## src/inc/t16wc_pkg.sv

```systemverilog
// constants and types shared by the transparent 16-bit word codec
package t16wc_pkg;

  // ****************************************
  // object indices
  // ****************************************
  localparam logic [15:0] T16WC_IDX_CMD = 16'h2051;
  localparam logic [15:0] T16WC_IDX_STATE = 16'h2054;

  // ****************************************
  // command word bit positions
  // ****************************************
  localparam int T16WC_CB_STOP = 0;
  localparam int T16WC_CB_START = 1;
  localparam int T16WC_CB_REVERSE = 2;
  localparam int T16WC_CB_FAULT_CLR = 4;
  localparam int T16WC_CB_SITE = 5;
  localparam int T16WC_CB_RUN_DISABLE = 6;
  localparam int T16WC_CB_NORMAL_RAMP = 7;
  localparam int T16WC_CB_URGENT_RAMP = 8;
  localparam int T16WC_CB_FREEWHEEL = 9;
  localparam int T16WC_CB_RAMP_OUT_ZERO = 11;
  localparam int T16WC_CB_RAMP_HOLD = 12;
  localparam int T16WC_CB_RAMP_IN_ZERO = 13;

  // ****************************************
  // state word bit positions
  // ****************************************
  localparam int T16WC_SB_READY = 0;
  localparam int T16WC_SB_RUN_PERMIT = 1;
  localparam int T16WC_SB_MODULATING = 3;
  localparam int T16WC_SB_ZERO_SPEED = 4;
  localparam int T16WC_SB_TARGET = 7;
  localparam int T16WC_SB_LIMIT = 8;
  localparam int T16WC_SB_SUPERVISION = 9;
  localparam int T16WC_SB_PANEL_LOCAL = 12;
  localparam int T16WC_SB_FIELDBUS_LOCAL = 13;
  localparam int T16WC_SB_SECOND_SITE = 14;
  localparam int T16WC_SB_FAULT = 15;

  // ****************************************
  // reset values
  // ****************************************
  localparam logic [15:0] T16WC_CMD_RESET = 16'h0000;
  localparam logic [15:0] T16WC_STATE_RESET = 16'h0000;
  localparam logic [15:0] T16WC_RDATA_IDLE = 16'h0000;

  // ****************************************
  // types
  // ****************************************
  typedef enum logic [1:0] {
    T16WC_STOP_NORMAL_RAMP = 2'h0,
    T16WC_STOP_URGENT_RAMP = 2'h1,
    T16WC_STOP_FREEWHEEL = 2'h2
  } t16wc_stop_t;

  typedef enum logic [1:0] {
    T16WC_ST_IDLE = 2'h1,
    T16WC_ST_ANSWER = 2'h2
  } t16wc_fsm_t;

  localparam t16wc_fsm_t T16WC_FSM_RESET = T16WC_ST_IDLE;

endpackage

```

## src/t16wc_codec.sv

```systemverilog
// top of the transparent 16-bit fieldbus command and state word codec
// Operation
// - command word at object 2051h is stored exactly as written, no remapping.
// - command bit 0 set requests a stop with override or configured method.
// - bit 1 set requests start; bit 2 set requests reversed rotation.
// - fault clear pulses only on a 0 to 1 change of bit 4.
// - with fieldbus site choice, bit 5 picks second site, else first.
// - with fieldbus run permit, bit 6 set withdraws permit, clear grants.
// - bit 7 normal ramp, bit 8 urgent ramp, bit 9 freewheel stop.
// - with bits 7 to 9 all clear, use the configured stop method.
// - bit 11 set forces ramp generator output to zero.
// - bit 12 set freezes the ramp generator output.
// - bit 13 set forces the ramp generator input to zero.
// - the 16-bit state word is readable at object 2054h.
// - state bit 0 shows the drive accepts a start command.
// - state bit 1 shows the external run permit is active.
// - state bit 3 shows the drive is modulating.
// - state bit 4 shows the drive is at zero speed.
// - state bit 7 shows the setpoint has been reached.
// - state bit 8 shows drive operation is being limited.
// - state bit 9 shows a supervised value is above its limit.
// - bit 12 shows keypad local control, bit 13 fieldbus local control.
// - state bit 14 shows the second external site is active.
// - state bit 15 shows the drive is faulted.
`timescale 1ns/1ps
`default_nettype none
module t16wc_codec (
  input wire logic sys_clk,
  input wire logic rstn,
  // object access from the fieldbus side
  input wire logic obj_wr_en,
  input wire logic obj_rd_en,
  input wire logic [15:0] obj_index,
  input wire logic [15:0] obj_wdata,
  output logic [15:0] obj_rdata,
  output logic obj_ack,
  output logic obj_err,
  // configuration from the drive
  input wire t16wc_pkg::t16wc_stop_t cfg_stop_mode,
  input wire logic cfg_site_from_fieldbus,
  input wire logic cfg_run_permit_from_fieldbus,
  // drive state
  input wire logic drv_ready,
  input wire logic drv_run_permit,
  input wire logic drv_modulating,
  input wire logic drv_zero_speed,
  input wire logic drv_at_target,
  input wire logic drv_limited,
  input wire logic drv_supervision,
  input wire logic drv_panel_local,
  input wire logic drv_fieldbus_local,
  input wire logic drv_second_site,
  input wire logic drv_fault,
  // drive commands
  output logic stop_req,
  output t16wc_pkg::t16wc_stop_t stop_method,
  output logic start_req,
  output logic reverse_req,
  output logic fault_clear,
  output logic site_select_valid,
  output logic second_external_site,
  output logic run_permit_fb,
  output logic ramp_out_zero,
  output logic ramp_hold,
  output logic ramp_in_zero,
  output logic [15:0] state_word
);
  import t16wc_pkg::*;

  // ****************************************
  // helpers
  // ****************************************
  function automatic logic idx_hit(input logic [15:0] index, input logic [15:0] target);
    idx_hit = (index == target);
  endfunction

  // ****************************************
  // state
  // ****************************************
  typedef struct packed {
    t16wc_fsm_t fsm;
    logic [15:0] cmd_word;
    logic [15:0] state_word;
    logic [15:0] rdata;
    logic ack;
    logic err;
    logic fault_clear;
    logic stop_req;
    t16wc_stop_t stop_method;
    logic start_req;
    logic reverse_req;
    logic site_valid;
    logic site_second;
    logic run_permit;
    logic ramp_out_zero;
    logic ramp_hold;
    logic ramp_in_zero;
  } t16wc_regs_t;

  localparam t16wc_regs_t T16WC_REGS_RESET = '{
    fsm: T16WC_FSM_RESET,
    cmd_word: T16WC_CMD_RESET,
    state_word: T16WC_STATE_RESET,
    rdata: T16WC_RDATA_IDLE,
    ack: 1'b0,
    err: 1'b0,
    fault_clear: 1'b0,
    stop_req: 1'b0,
    stop_method: T16WC_STOP_NORMAL_RAMP,
    start_req: 1'b0,
    reverse_req: 1'b0,
    site_valid: 1'b0,
    site_second: 1'b0,
    run_permit: 1'b1,
    ramp_out_zero: 1'b0,
    ramp_hold: 1'b0,
    ramp_in_zero: 1'b0
  };

  t16wc_regs_t regs_q;
  t16wc_regs_t regs_d;

  // ****************************************
  // combinational helpers
  // ****************************************
  logic hit_cmd;
  logic hit_state;
  logic wr_take;
  logic rd_take;
  logic [15:0] cmd_next;
  logic [15:0] state_now;
  t16wc_stop_t method_now;

  assign hit_cmd = idx_hit(obj_index, T16WC_IDX_CMD);
  assign hit_state = idx_hit(obj_index, T16WC_IDX_STATE);
  // a write wins over a read arriving in the same cycle
  assign wr_take = (regs_q.fsm == T16WC_ST_IDLE) && obj_wr_en;
  assign rd_take = (regs_q.fsm == T16WC_ST_IDLE) && obj_rd_en && !obj_wr_en;
  assign cmd_next = (wr_take && hit_cmd) ? obj_wdata : regs_q.cmd_word;

  // ****************************************
  // sub-blocks
  // ****************************************
  t16wc_stop_resolve u_stop_resolve (
    .normal_ramp_stop_override(cmd_next[T16WC_CB_NORMAL_RAMP]),
    .urgent_ramp_stop_override(cmd_next[T16WC_CB_URGENT_RAMP]),
    .freewheel_stop_override(cmd_next[T16WC_CB_FREEWHEEL]),
    .cfg_stop_mode(cfg_stop_mode),
    .stop_method(method_now)
  );

  t16wc_state_pack u_state_pack (
    .ready(drv_ready),
    .run_permit_active_flag(drv_run_permit),
    .modulating_flag(drv_modulating),
    .zero_speed(drv_zero_speed),
    .target_reached_flag(drv_at_target),
    .limited(drv_limited),
    .supervision(drv_supervision),
    .panel_local(drv_panel_local),
    .fieldbus_local(drv_fieldbus_local),
    .second_site_active_flag(drv_second_site),
    .fault(drv_fault),
    .state_word(state_now)
  );

  // ****************************************
  // next state
  // ****************************************
  always_comb begin
    regs_d = regs_q;
    regs_d.ack = 1'b0;
    regs_d.err = 1'b0;
    regs_d.fault_clear = 1'b0;

    // object access handshake
    unique case (regs_q.fsm)
      T16WC_ST_IDLE: begin
        if (wr_take) begin
          regs_d.fsm = T16WC_ST_ANSWER;
          regs_d.rdata = T16WC_RDATA_IDLE;
          if (hit_cmd) begin
            regs_d.ack = 1'b1;
          end else begin
            // state word is read only, other indices are unmapped
            regs_d.err = 1'b1;
          end
        end else if (rd_take) begin
          regs_d.fsm = T16WC_ST_ANSWER;
          if (hit_state) begin
            regs_d.rdata = state_now;
            regs_d.ack = 1'b1;
          end else begin
            // command word is write only, other indices are unmapped
            regs_d.rdata = T16WC_RDATA_IDLE;
            regs_d.err = 1'b1;
          end
        end
      end
      T16WC_ST_ANSWER: begin
        regs_d.fsm = T16WC_ST_IDLE;
      end
      default: begin
        regs_d.fsm = T16WC_ST_IDLE;
      end
    endcase

    // command word store
    regs_d.cmd_word = cmd_next;

    // fault clear on a rising bit 4 while a fault is present
    if (!regs_q.cmd_word[T16WC_CB_FAULT_CLR] && cmd_next[T16WC_CB_FAULT_CLR] && drv_fault) begin
      regs_d.fault_clear = 1'b1;
    end

    // run commands
    regs_d.stop_req = cmd_next[T16WC_CB_STOP];
    regs_d.stop_method = method_now;
    regs_d.start_req = cmd_next[T16WC_CB_START];
    regs_d.reverse_req = cmd_next[T16WC_CB_REVERSE];

    // control site selection
    regs_d.site_valid = cfg_site_from_fieldbus;
    regs_d.site_second = cfg_site_from_fieldbus && cmd_next[T16WC_CB_SITE];

    // run permit, held granted while the fieldbus does not own it
    regs_d.run_permit = !(cfg_run_permit_from_fieldbus && cmd_next[T16WC_CB_RUN_DISABLE]);

    // ramp generator control
    regs_d.ramp_out_zero = cmd_next[T16WC_CB_RAMP_OUT_ZERO];
    regs_d.ramp_hold = cmd_next[T16WC_CB_RAMP_HOLD];
    regs_d.ramp_in_zero = cmd_next[T16WC_CB_RAMP_IN_ZERO];

    // bits 3, 10, 14 and 15 are stored but drive nothing

    // live state word
    regs_d.state_word = state_now;
  end

  // ****************************************
  // registers
  // ****************************************
  always_ff @(posedge sys_clk or negedge rstn) begin
    if (!rstn) begin
      regs_q <= T16WC_REGS_RESET;
    end else begin
      regs_q <= regs_d;
    end
  end

  // ****************************************
  // outputs
  // ****************************************
  assign obj_rdata = regs_q.rdata;
  assign obj_ack = regs_q.ack;
  assign obj_err = regs_q.err;
  assign stop_req = regs_q.stop_req;
  assign stop_method = regs_q.stop_method;
  assign start_req = regs_q.start_req;
  assign reverse_req = regs_q.reverse_req;
  assign fault_clear = regs_q.fault_clear;
  assign site_select_valid = regs_q.site_valid;
  assign second_external_site = regs_q.site_second;
  assign run_permit_fb = regs_q.run_permit;
  assign ramp_out_zero = regs_q.ramp_out_zero;
  assign ramp_hold = regs_q.ramp_hold;
  assign ramp_in_zero = regs_q.ramp_in_zero;
  assign state_word = regs_q.state_word;

endmodule // t16wc_codec
`default_nettype wire

```

## src/t16wc_stop_resolve.sv

```systemverilog
// stop method selection from override bits and configuration
`timescale 1ns/1ps
`default_nettype none
module t16wc_stop_resolve (
  input wire logic normal_ramp_stop_override,
  input wire logic urgent_ramp_stop_override,
  input wire logic freewheel_stop_override,
  input wire t16wc_pkg::t16wc_stop_t cfg_stop_mode,
  output t16wc_pkg::t16wc_stop_t stop_method
);
  import t16wc_pkg::*;

  // ****************************************
  // resolve
  // ****************************************
  // strongest override wins when several are set
  always_comb begin
    if (freewheel_stop_override) begin
      stop_method = T16WC_STOP_FREEWHEEL;
    end else if (urgent_ramp_stop_override) begin
      stop_method = T16WC_STOP_URGENT_RAMP;
    end else if (normal_ramp_stop_override) begin
      stop_method = T16WC_STOP_NORMAL_RAMP;
    end else begin
      stop_method = cfg_stop_mode;
    end
  end

endmodule // t16wc_stop_resolve
`default_nettype wire

```

## src/t16wc_state_pack.sv

```systemverilog
// assembly of the 16-bit state word from drive state
`timescale 1ns/1ps
`default_nettype none
module t16wc_state_pack (
  input wire logic ready,
  input wire logic run_permit_active_flag,
  input wire logic modulating_flag,
  input wire logic zero_speed,
  input wire logic target_reached_flag,
  input wire logic limited,
  input wire logic supervision,
  input wire logic panel_local,
  input wire logic fieldbus_local,
  input wire logic second_site_active_flag,
  input wire logic fault,
  output logic [15:0] state_word
);
  import t16wc_pkg::*;

  // ****************************************
  // pack
  // ****************************************
  always_comb begin
    state_word = 16'h0000;
    state_word[T16WC_SB_READY] = ready;
    state_word[T16WC_SB_RUN_PERMIT] = run_permit_active_flag;
    state_word[T16WC_SB_MODULATING] = modulating_flag;
    state_word[T16WC_SB_ZERO_SPEED] = zero_speed;
    state_word[T16WC_SB_TARGET] = target_reached_flag;
    state_word[T16WC_SB_LIMIT] = limited;
    state_word[T16WC_SB_SUPERVISION] = supervision;
    state_word[T16WC_SB_PANEL_LOCAL] = panel_local;
    state_word[T16WC_SB_FIELDBUS_LOCAL] = fieldbus_local;
    state_word[T16WC_SB_SECOND_SITE] = second_site_active_flag;
    state_word[T16WC_SB_FAULT] = fault;
  end

endmodule // t16wc_state_pack
`default_nettype wire

```

## config.mk

```make
export PLATFORM = sky130hd
export DESIGN_NAME = t16wc_codec
export DESIGN_NICKNAME = d
export VERILOG_FILES = /design/src/inc/t16wc_pkg.sv /design/src/t16wc_codec.sv /design/src/t16wc_stop_resolve.sv /design/src/t16wc_state_pack.sv
export SDC_FILE = /design/constraint.sdc
export NUM_CORES = 1
export LEC_CHECK = 0
export BUFFER_PORTS_ARGS = -buffer_cell sky130_fd_sc_hd__buf_2
export CELL_PAD_IN_SITES_DETAIL_PLACEMENT = 0
export CELL_PAD_IN_SITES_GLOBAL_PLACEMENT = 2
export CORE_MARGIN = 2
export CORE_UTILIZATION = 24
export CTS_CLUSTER_DIAMETER = 100
export DETAILED_ROUTE_END_ITERATION = 16
export PLACE_DENSITY_LB_ADDON = 0.08
export SETUP_SLACK_MARGIN = 0.2
export SLEW_MARGIN = 5
export SYNTH_ARGS = -nofsm -noshare
export SYNTH_HDL_FRONTEND = slang
export SYNTH_SLANG_ARGS = --single-unit
export TNS_END_PERCENT = 20
```

## constraint.sdc

```tcl
create_clock -name sys_clk -period 2.05 [get_ports sys_clk]
set_clock_uncertainty 0.05 [all_clocks]
set_input_delay 0.41 -clock sys_clk [delete_from_list [all_inputs] [get_ports sys_clk]]
set_output_delay 0.41 -clock sys_clk [all_outputs]
set_load 0.03 [all_outputs]
```

== After elaboration in Yosys (flattened, before gate mapping) ==
Index checks and enable logic that the tools add are counted.
Cells by class
  multiplexer cells: 16
  reductions and logical operators: 13
  equality and inequality tests: 4
Operators with widths (number)
  $mux W18: 2
  $eq A16 B14 Y1 const B: 2
  $mux W16: 1
  $mux W14: 1
  $mux W2: 7
  $logic_and A1 B1 Y1: 8
  $mux W1: 5
  $logic_not A1 Y1: 3
  $ne A3 B3 Y1 const B: 1
  $eq A2 B1 Y1 const B: 1
  $reduce_and A2 Y1: 1
  $reduce_bool A2 Y1: 1
Storage, ports and cells
  logic and storage cells: 51
  input port bits: 51
  register bits: 57
  output and inout bits: 46

== Depth between registers and ports, before layout ==
Gate-level depths: netlist (run 1).
  depth in word-level cells: 7
  mapped depth: 7
  gate-level depth less buffers: 5

== Hierarchy ==
A second synthesis (run 1) with hierarchy kept.
Second synthesis, totals
  cell total of the unflattened synthesis: 169
  area total of the unflattened synthesis: 2349.8 µm²
By module, submodules not included
  t16wc_codec: instances 1, area each 2194.6 µm², cells each 147, sequential area each 1353.8 µm²
  t16wc_state_pack: instances 1, area each 123.9 µm², cells each 17, sequential area each 0.0 µm²
  t16wc_stop_resolve: instances 1, area each 31.3 µm², cells each 5, sequential area each 0.0 µm²

== Least setup slack after synthesis (run 1) ==
No wires, ideal clock.
  path type: input to register
  start point: in obj_index[14]
  end point: reg regs_q, in the netlist stop_method[1]
  stages: 5
  slack: 86 ps
  arrival time: 1796 ps
  buffers on the path: 0
  required time: 1882 ps
  library setup time: 118 ps
  cells stage by stage: nor4b_2 nand4_2 nor3_4 mux2_1 a21o_1
Between the ends
  word-level cells in the longest chain between the ends: 6
RTL lines
  start, declared: RTL line t16wc_codec.sv:33  | input wire logic [15:0] obj_index,
  $eq A16 B14 Y1 *: RTL line t16wc_codec.sv:74  | idx_hit = (index == target);
  $logic_and A1 B1 Y1 *: RTL line t16wc_codec.sv:139  | assign cmd_next = (wr_take && hit_cmd) ? obj_wdata : regs_q.cmd_word;
  $mux W14 *: RTL line t16wc_codec.sv:139
  $mux W2: RTL line t16wc_stop_resolve.sv:22  | end else if (normal_ramp_stop_override) begin
  $mux W2: RTL line t16wc_stop_resolve.sv:20  | end else if (urgent_ramp_stop_override) begin
  $mux W2 *: RTL line t16wc_stop_resolve.sv:18  | if (freewheel_stop_override) begin
  via method_now[1]: RTL line t16wc_codec.sv:132  | t16wc_stop_t method_now;
  end signal, assigned: RTL line t16wc_codec.sv:247  | regs_q <= regs_d;
  end, declared: RTL line t16wc_codec.sv:120  | t16wc_regs_t regs_q;
Mark *: on every way through the listed nets, which the timed path passes. The rest lies on a longest branch.
A chain may end at the register's enable or synchronous reset.

== Worst setup path after layout (run 1) ==
  start point: reg regs_q[62] (netlist bit)
  end point: reg regs_q, in the netlist stop_method[0]
Between the ends
  elaborated cells on any way between the ends: 7
  those cells by class: 1 x eq/ne; 4 x mux; 2 x reduce/logical
RTL lines
  $eq A2 B1 Y1: RTL line t16wc_codec.sv:137  | assign wr_take = (regs_q.fsm == T16WC_ST_IDLE) && obj_wr_en;
  $logic_and A1 B1 Y1: RTL line t16wc_codec.sv:137
  $logic_and A1 B1 Y1: RTL line t16wc_codec.sv:139
  $mux W14: RTL line t16wc_codec.sv:139
  via cmd_next[8]: RTL line t16wc_codec.sv:130  | logic [15:0] cmd_next;
  $mux W2: RTL line t16wc_stop_resolve.sv:20
  $mux W2: RTL line t16wc_stop_resolve.sv:18
  via method_now[0]: RTL line t16wc_codec.sv:132
The timed path passes the listed nets, and every way through them passes these cells.

==> flow_summary.yaml, run 1 <==
synth:
  postSynthAreaPerCell_um2: 13.4
  synth_common_cells: "dfrtp_1, buf_4, a22o_1"
  synth.ff_latch_count: 44
  ys_warn_count: 0
  ys.flop_type: "dfrtp_1"
  synth_most_common_cell: "dfrtp_1"
  synth_top_area_share_pct: 56.3
  synthCells: 139
  yosysSeqAreaShare_pct: 59.1
  synth_area_leaders: "dfrtp_1, buf_4, mux2_2, a22o_1, dfstp_2"
  synth_area_leader_cell: "dfrtp_1"
  syn-cell-area_um2: 1870
  synth-edff-count: 0
  synth.distinct_cells: 31
  synthArstFlopShare_pct: 100
place:
  io_buffers: 82
  place_ws_ns: -0.0362
  place_congestion: 0.650
  dp.cells: 301
  dp_hpwl_mm: 2.86
clock_tree:
  cts_made_buffers: 5
  cts.clk_slew.worst_paths_ns: 0.08
  hold_buffers: 0
  worstSkewPairLatency_ns: 0.29
  cts-root-buf: "clkbuf_8"
  htree_levels: 2
  cts.sinks: 44
  tritoncts: "built"
  clockBufferDepth: 2
cells_and_area:
  finalNonFillerCells: 313
  syn2layout_area_growth_pct: 34.1
  multi_input_comb_area_um2: 598
  fillers: 790
  diodes: 0
  regArea_um2: 1100
  fin_nets: 261
  drive_gt1_share_pct: 59.7
sta:
  fin_crit_sh_pct: 88.5
  setup_viol: 0
  final_max_slew_viol_count: 0
  setup_slack_ns: 0.237
  min_period_ns: 1.81
  tightest_slew_ns: 0.745
  holdWs_ns: 0.0311
  hold_violations: 0
  fmax_mhz: 551
  relSlewSlack_pct: 50.0
  grt_setup_unrepaired: "true"
detailed_routing:
  drt-initial-drc-count: 15
  vias_per_cell: 3.88
  vias: 1214
  post_drt_wl_per_cell_um: 12.5
  first_pass_iters: 3
  routed_wl_mm: 3.91
  ant_nets: 0
  route.detailed.drc: 0
global_routing:
  grtUsageTotal_pct: 9.30
  globalRoute.totalOverflow: 0
  grt_start_max_net_pins: 45
  grt_pass1_vias: 1290
  grt_pass1_wl_mm: 6.13
  grt_antenna_before_repair: 0
critical_path:
  cp-end-kind: "flop"
  reg2reg_setup_slack_ns: 0.24
  crit_family: "flip-flops"
  cp.required_ns: 2.18
  worstSetupStartpointType: "flop"
  crit_type: "flop to flop"
  crit_fanout: 7
  slowest_stage: "dfstp_2"
  arrival_ns: 1.94
  crit_chain: "nor2b_4 -> nand2_2 -> nor3_4 -> buf_12 -> mux2_4 -> o21ba_4"
  cp_num_buf_inv: 1
  cp_slowest_stage_delay_ns: 0.53
min_path:
  hold_class: "primary input to asynchronous set/reset pin"
floorplanning:
  dieArea_um2: 8500
  die_w_um: 92.2
  fp.coreArea_um2: 7650
  io_pins: 97
  start_util_pct: 24.4
  die_h_um: 92.2
  row_count: 32
power:
  power_density_nw_per_um2: 808
  p_sw_share_pct: 25.0
  ir_drop_v: 0.000207
  power_frac_comb_pct: 15.8
  p_sw_w: 0.000505
  power_frac_clock_pct: 38.1
  p_int_w: 0.00152
  leakage_nw: 1.33
  pwr-share-seq_pct: 46.1
status:
  status: "completed"
job:
  drv_cap: 0
-- layer usage --
layer,wire [um],global-route usage (%),vias up,part of all wire (%)
met4,25,3.73,0,0.64
met1,1570,10.9,603,40
met2,2090,15.6,42,53
met5,0,0,-,0
met3,224,3.20,2,5.7
li1,-,-,567,-
-- registers in the layout (all words and copies together) (netlist names) --
signal,flops
stop_method,2
site_select_valid,1
regs_q,14
state_word,11
obj_ack,1
fault_clear,1
obj_rdata,11
second_external_site,1
obj_err,1
run_permit_fb,1
-- final cells by class --
cell class	count	area share, %
clock inverters	2	2.40
flip-flops and latches	44	44.1
inverters	1	0.150
clock buffers	6	2.90
multi-input cells	65	23.9
well taps	102	5.10
repair buffers	93	21.5
-- through the flow --
stage                     util, %  setup TNS (ns)  cell area [um^2]  total power, W
after floorplan                 -               0              1950         0.00113
after global placement       30.1         -0.0374              2300         0.00123
after detailed placement     30.1         -0.0595              2300         0.00123
after CTS                    31.9               0              2440         0.00203
after global routing         32.7               0              2500         0.00213
final                        32.7               0              2500         0.00202
-- what timing repair did --
action / CTS / global route
setup buffers: 1 / 2
setup endpoints to repair: 10 / 22
cloned: 0 / 1
pin swaps: 1 / 3
gates resized for setup: 0 / 13
-- power groups by stage --
stage,Clock (W),Sequential (W),Combinational [W]
CTS,0.000813,0.000927,0.000290
detailed placement,0,0.000944,0.000290
floorplan,0,0.000963,0.000167
global placement,0,0.000943,0.000285
global route,0.000841,0.000936,0.000350
finish,0.000770,0.000933,0.000320
-- worst paths after layout --
| kind | from | endpoint | cells after the start |
|---|---|---|---|
| worst max-delay path | regs_q[62] | stop_method[0] | 6 |
| worst min-delay path | rstn | obj_rdata[4] | 2 |
| worst max register to register | regs_q[62] | stop_method[0] | 6 |
| worst min register to register | obj_rdata[1] | obj_rdata[1] | 1 |
| max in group asynchronous | rstn | run_permit_fb | 2 |
| min in group sys_clk | drv_supervision | state_word[9] | 1 |
-- placed cells by master (no fill, tap or decap), drive strengths merged --
| master | instances |
|---|---|
| conb | 10 |
| nor4 | 2 |
| mux2i | 1 |
| nor2b | 1 |
| nand2b | 4 |
| buf | 93 |
| nand2 | 3 |
| a21oi | 3 |
| dfrtp | 42 |
| a22oi | 3 |
| or2 | 1 |
| bufinv | 2 |
| and4bb | 1 |
| and4b | 1 |
| inv | 1 |
| nand4 | 1 |
| mux2 | 13 |
| dfstp | 2 |
| nor3 | 1 |
| a21o | 1 |
| nor2 | 3 |
| nor4b | 1 |
| o21ba | 1 |
| a22o | 8 |
| and2 | 2 |
| o21ai | 4 |
| clkbuf | 6 |
-- cell families (layout without fill, tap and decap cells) --
| group | Yosys count | count (layout) | share of synthesized area, % |
|---|---|---|---|
| AND/OR/NAND/NOR | 21 | 21 | 8.78 |
| multiplexers | 14 | 14 | 8.98 |
| flip-flops | 44 | 44 | 59.1 |
| buffers and inverters | 39 | 102 | 15.1 |
| other | 1 | 10 | 0.201 |
| AO/OA/AOI/OAI | 20 | 20 | 7.77 |
No activity file was read; power rests on OpenSTA's default activity.
==> inputs of run 2 (changes only) <==
- SETUP_SLACK_MARGIN: 0.2 -> 0.5
==> run 2 against run 1 <==
  * Global-route usage is 0.17 points higher
  * First-iteration DRC count is 110% higher
  * Wire length rose by 1.2%
  * Register-to-register slack improved by 0.05 ns
  * Via count is 0.74% higher
  * Total power is 1.7% higher
  * Design area grew 1.4%
  * Critical path depth did not move
  * Die area did not move
  * Worst hold slack improved by 0.00091 ns
  * Clock power is essentially flat
  * Critical path type unchanged
  * Largest cell class unchanged
==> flow_summary.yaml, run 2 (same netlist as run 1, synthesis figures left out) <==
detailed_routing:
  vias: 1223
  route.detailed.drc: 0
  first_pass_iters: 4
  ant_nets: 0
  routed_wl_mm: 3.96
  drt-initial-drc-count: 31
  vias_per_cell: 3.89
  post_drt_wl_per_cell_um: 12.6
global_routing:
  globalRoute.totalOverflow: 0
  grt_pass1_wl_mm: 6.25
  grtUsageTotal_pct: 9.47
  grt_antenna_before_repair: 0
  grt_start_max_net_pins: 45
  grt_pass1_vias: 1295
power:
  power_frac_comb_pct: 17.3
  leakage_nw: 1.33
  pwr-share-seq_pct: 45.3
  p_sw_share_pct: 25.1
  p_int_w: 0.00154
  power_density_nw_per_um2: 811
  ir_drop_v: 0.000207
  p_sw_w: 0.000517
  power_frac_clock_pct: 37.4
cells_and_area:
  final_common_cell: "buf_2"
  top_register: "regs_q"
  diodes: 0
  largest_reg_flops: 14
  fin_nets: 262
  drive_gt1_share_pct: 61.3
  syn2layout_area_growth_pct: 36.0
  finalNonFillerCells: 314
  fillers: 784
  multi_input_comb_area_um2: 619
  fin_util_pct: 33.2
  layout_common_cells: "buf_2, dfrtp_1, mux2_4, conb_1, a22o_1"
  regArea_um2: 1100
sta:
  tns_ns: 0
  final_max_slew_viol_count: 0
  fin_crit_sh_pct: 86.0
  relSlewSlack_pct: 49.9
  tightest_slew_ns: 0.746
  hold_violations: 0
  setup_viol: 0
  min_period_ns: 1.76
  fmax_mhz: 567
  grt_setup_unrepaired: "true"
critical_path:
  reg2reg_setup_slack_ns: 0.29
  reg2reg_to: "stop_method[0]"
  worstSetupStartpointType: "flop"
  r2r-start: "regs_q[62]"
  crit_fanout: 7
  crit_type: "flop to flop"
  cp-end-kind: "flop"
  cp.required_ns: 2.18
  arrival_ns: 1.89
  r2r_cells: 6
clock_tree:
  cts-root-buf: "clkbuf_8"
  clockBufferDepth: 2
  hold_buffers: 0
  worstSkewPairLatency_ns: 0.29
  cts.clk_slew.worst_paths_ns: 0.08
  cts_made_buffers: 5
  tritoncts: "built"
  cts.sinks: 44
  htree_levels: 2
place:
  dp_hpwl_mm: 2.86
  place_congestion: 0.650
  dp.cells: 301
  io_buffers: 82
floorplanning:
  die_w_um: 92.2
  fp.coreArea_um2: 7650
  dieArea_um2: 8500
  row_count: 32
  start_util_pct: 24.4
  io_pins: 97
  die_h_um: 92.2
min_path:
  hold_class: "primary input to asynchronous set/reset pin"
job:
  drv_cap: 0
status:
  status: "completed"
-- run 2: changes by cell type in the layout (fill, tap and decap cells not counted), sizes merged --
cell | before | now
buf | 93 | 94
-- run 2: power groups by stage --
stage / sequential (W) / clock (W) / combinational [W]
finish: 0.000932 / 0.000769 / 0.000356
global route: 0.000936 / 0.000841 / 0.000389
CTS: 0.000934 / 0.000813 / 0.000307
detailed placement: 0.000944 / 0 / 0.000290
global placement: 0.000943 / 0 / 0.000285
floorplan: 0.000963 / 0 / 0.000167
-- run 2: per-stage QoR --
stage / instance area (um^2) / total power, W / worst slack [ns] / hold WS [ns]
floorplan: 1950 / 0.00113 / 0.121 / 0.0644
global placement: 2300 / 0.00123 / -0.0270 / 0.354
detailed placement: 2300 / 0.00123 / -0.0362 / 0.358
CTS: 2470 / 0.00205 / 0.279 / 0.0277
global route: 2540 / 0.00217 / 0.193 / 0.0306
finish: 2540 / 0.00206 / 0.288 / 0.0320
-- run 2: per-layer routing --
metal | global-route usage [%] | vias to the layer above | share of wire [%]
met5 | 0 | - | 0
met4 | 3.73 | 0 | 0.63
met3 | 3.12 | 2 | 6.0
met2 | 15.9 | 44 | 53
met1 | 11.2 | 607 | 40
li1 | - | 570 | -
-- run 2: final cells by class --
type,count,area share (%)
Clock buffer,6,2.86
Timing Repair Buffer,94,21.7
Multi-Input combinational cell,65,24.4
Tap cell,102,5.03
Clock inverter,2,2.37
Sequential cell,44,43.5
Inverter,1,0.148
-- run 2: timing repair --
action / in CTS / in global routing
cloned: 0 / 1
pin swaps: 6 / 2
gates resized for setup: 6 / 12
endpoints found under the setup margin: 29 / 29
setup buffers: 1 / 3
-- run 2: worst max-delay path, cell delays in order, from the launching register on --
cell	delay, ns
dfstp_2	0.53
nor2b_4	0.16
nand2_2	0.08
nor3_4	0.18
buf_12	0.16
mux2_4	0.31
o21ba_4	0.19
-- run 2: how the worst max path moves through the flow --
stage	slack (ns)	to	from
floorplan	0.12	regs_q[46]	obj_index[9]
global placement	-0.03	stop_method[0]	obj_index[9]
detailed placement	-0.04	stop_method[0]	obj_index[9]
CTS	0.28	stop_method[0]	regs_q[62]
global route	0.19	stop_method[0]	regs_q[62]
finish	0.29	stop_method[0]	regs_q[62]
==> inputs of run 3 (changes only) <==
- ABC_AREA: not set -> 1
- CORE_UTILIZATION: 24 -> 23
==> run 3 against run 2 <==
  * Synthesized area rose by 8.6%
  * Worst hold slack hardly changed
  * Wire length up 9.1%
  * Via count is 20% higher
  * Sequential power fell by 2.8%
  * Design area is 0.30% lower
  * Combinational power decreased by 23%
  * Non-clock buffer count shrank 6
  * Die area up 13%
  * Synthesized cell count is 50% higher
  * Sequential share of layout area is 0.13 points higher
  * Register-to-register slack gained 0.33 ns
==> flow_summary.yaml, run 3 <==
global_routing:
  use_met3_pct: 3.29
  grtUsageTotal_pct: 9.24
  grt_pass1_vias: 1459
  top_usage_layer: "met2"
  met2_usage_pct: 15.0
  grt_start_max_net_pins: 45
  globalRoute.totalOverflow: 0
  grt_pass1_wl_mm: 7.10
  grt_antenna_before_repair: 0
  grtUsageMet1_pct: 11.8
critical_path:
  worstSetupStartpointType: "flop"
  crit_fanout: 1
  slowest_stage: "dfstp_2"
  crit_type: "flop to primary output"
  crit_chain: "buf_2"
  worstSetupStartpoint: "run_permit_fb"
  cp_num_buf_inv: 1
  cp_slowest_stage_delay_ns: 0.52
  cp.required_ns: 1.59
  crit_family: "flip-flops"
  cp-end-kind: "primary output"
  arrival_ns: 0.98
  r2r-start: "regs_q[62]"
detailed_routing:
  route.detailed.drc: 0
  drt-initial-drc-count: 18
  vias: 1464
  ant_nets: 0
  routed_wl_mm: 4.32
  vias_per_cell: 3.80
  first_pass_iters: 4
  post_drt_wl_per_cell_um: 11.2
floorplanning:
  die_w_um: 97.9
  fp.coreArea_um2: 8640
  dieArea_um2: 9580
  die_h_um: 97.9
  row_count: 34
  start_util_pct: 23.5
  io_pins: 97
place:
  io_buffers: 82
  place_ws_ns: 0.244
  place_congestion: 0.629
  dpl_cell_area_um2: 2350
  dp_hpwl_mm: 3.08
  dp.cells: 373
synth:
  synthArstFlopShare_pct: 100
  synth_area_leader_cell: "dfrtp_1"
  ys.flop_type: "dfrtp_1"
  synth.ff_latch_count: 44
  syn-cell-area_um2: 2030
  synth_most_common_cell: "nand2_1"
  synthCells: 209
  synth_common_cells: "nand2_1, dfrtp_1, buf_4"
  ys_warn_count: 0
  synth-edff-count: 0
  synth_area_leaders: "dfrtp_1, buf_4, nand2_1, nand3_1, inv_1"
  synth.distinct_cells: 26
  postSynthAreaPerCell_um2: 9.70
  yosysSeqAreaShare_pct: 54.4
  synth_top_area_share_pct: 51.9
cells_and_area:
  top_register: "regs_q"
  finalInstanceArea_um2: 2530
  diodes: 0
  layout_common_cells: "buf_2, nand2_1, dfrtp_1, nand3_1, inv_1"
  drive_gt1_share_pct: 44.0
  fillers: 952
  syn2layout_area_growth_pct: 24.9
  finalNonFillerCells: 385
  fin_nets: 327
  largest_reg_flops: 14
  final_common_cell: "buf_2"
sta:
  hold_violations: 0
  tns_ns: 0
  final_max_slew_viol_count: 0
  min_period_ns: 1.44
  fmax_mhz: 693
  grt_setup_unrepaired: "true"
  fin_crit_sh_pct: 70.4
  holdWs_ns: 0.0323
  setup_slack_ns: 0.606
  setup_viol: 0
min_path:
  hold_class: "primary input to asynchronous set/reset pin"
clock_tree:
  cts.clk_slew.worst_paths_ns: 0.09
  cts.sinks: 44
  worstSkewPairLatency_ns: 0.29
  cts-root-buf: "clkbuf_8"
  htree_levels: 2
  cts_made_buffers: 5
  tritoncts: "built"
  hold_buffers: 0
  clockBufferDepth: 2
power:
  ir_drop_v: 0.000292
  leakage_nw: 1.41
  power_density_nw_per_um2: 742
status:
  status: "completed"
job:
  drv_cap: 0
run 3: cell types whose count changed after synthesis, sizes merged, moves of 2 or more:
cell / before / now
a21oi: 3 / 1
a22o: 8 / 0
a22oi: 3 / 0
and2: 2 / 0
buf: 36 / 38
clkbuf: 2 / 0
inv: 1 / 16
mux2: 13 / 0
nand2: 3 / 66
nand2b: 4 / 0
nand3: 0 / 17
nand4: 1 / 4
nor2: 3 / 15
run 3: cells by family (layout without fill, tap and decap cells):
kind of cell | count (synthesis) | after routing | share of synthesized area, %
compound gates | 5 | 5 | 1.73
buf+inv | 55 | 114 | 17.9
flops | 44 | 44 | 54.4
other cells | 1 | 10 | 0.185
simple gates | 104 | 104 | 25.7
run 3: final timing paths:
path | slack [ns] | cells after the start | endpoint
hold reg to reg | 0.43 | 1 | fault_clear
setup reg to reg | 0.62 | 7 | obj_rdata[0]
min in group sys_clk | 0.18 | 1 | state_word[12]
max in group asynchronous | 1.63 | 2 | run_permit_fb
setup / recovery | 0.61 | 1 | run_permit_fb
hold / removal | 0.03 | 2 | obj_rdata[14]
run 3: what timing repair did:
action / 4_1_cts / 5_1_grt
gates resized for setup: 0 / 6
pin swaps: 1 / 1
cloned: 0 / 1
setup endpoints to repair: 4 / 14
setup buffers: 2 / 1
run 3: routing by layer:
layer  wire length (um)  share of wire [%]
met1               1980                 46
met3                363                8.4
met5                  0                  0
met2               1950                 45
met4                 25               0.58
run 3: through the flow:
stage,utilization (%),power [W]
finish,29.3,0.00188
global route,29.3,0.00198
CTS,28.9,0.00189
detailed placement,27.2,0.00117
global placement,27.2,0.00117
floorplan,-,0.00109
run 3: final cells by class:
class                   instances  area, um^2  share of cell area [%]
clock buffers                   6        82.6                    3.26
repair inverters                1        7.51                   0.297
repair buffers                 88         480                    19.0
well taps                     108         135                    5.34
flip-flops and latches         44        1100                    43.6
multi-input cells             119         607                    24.0
inverters                      17        76.3                    3.02
clock inverters                 2        38.8                    1.53
run 3: power breakdown:
group	internal [W]	total [W]	leakage (nW)	switching, W
combinational	0.0000807	0.000274	0.782	0.000193
sequential	0.000899	0.000906	0.562	0.00000715
clock	0.000399	0.000698	0.0614	0.000300
total	0.00138	0.00188	1.41	0.000500
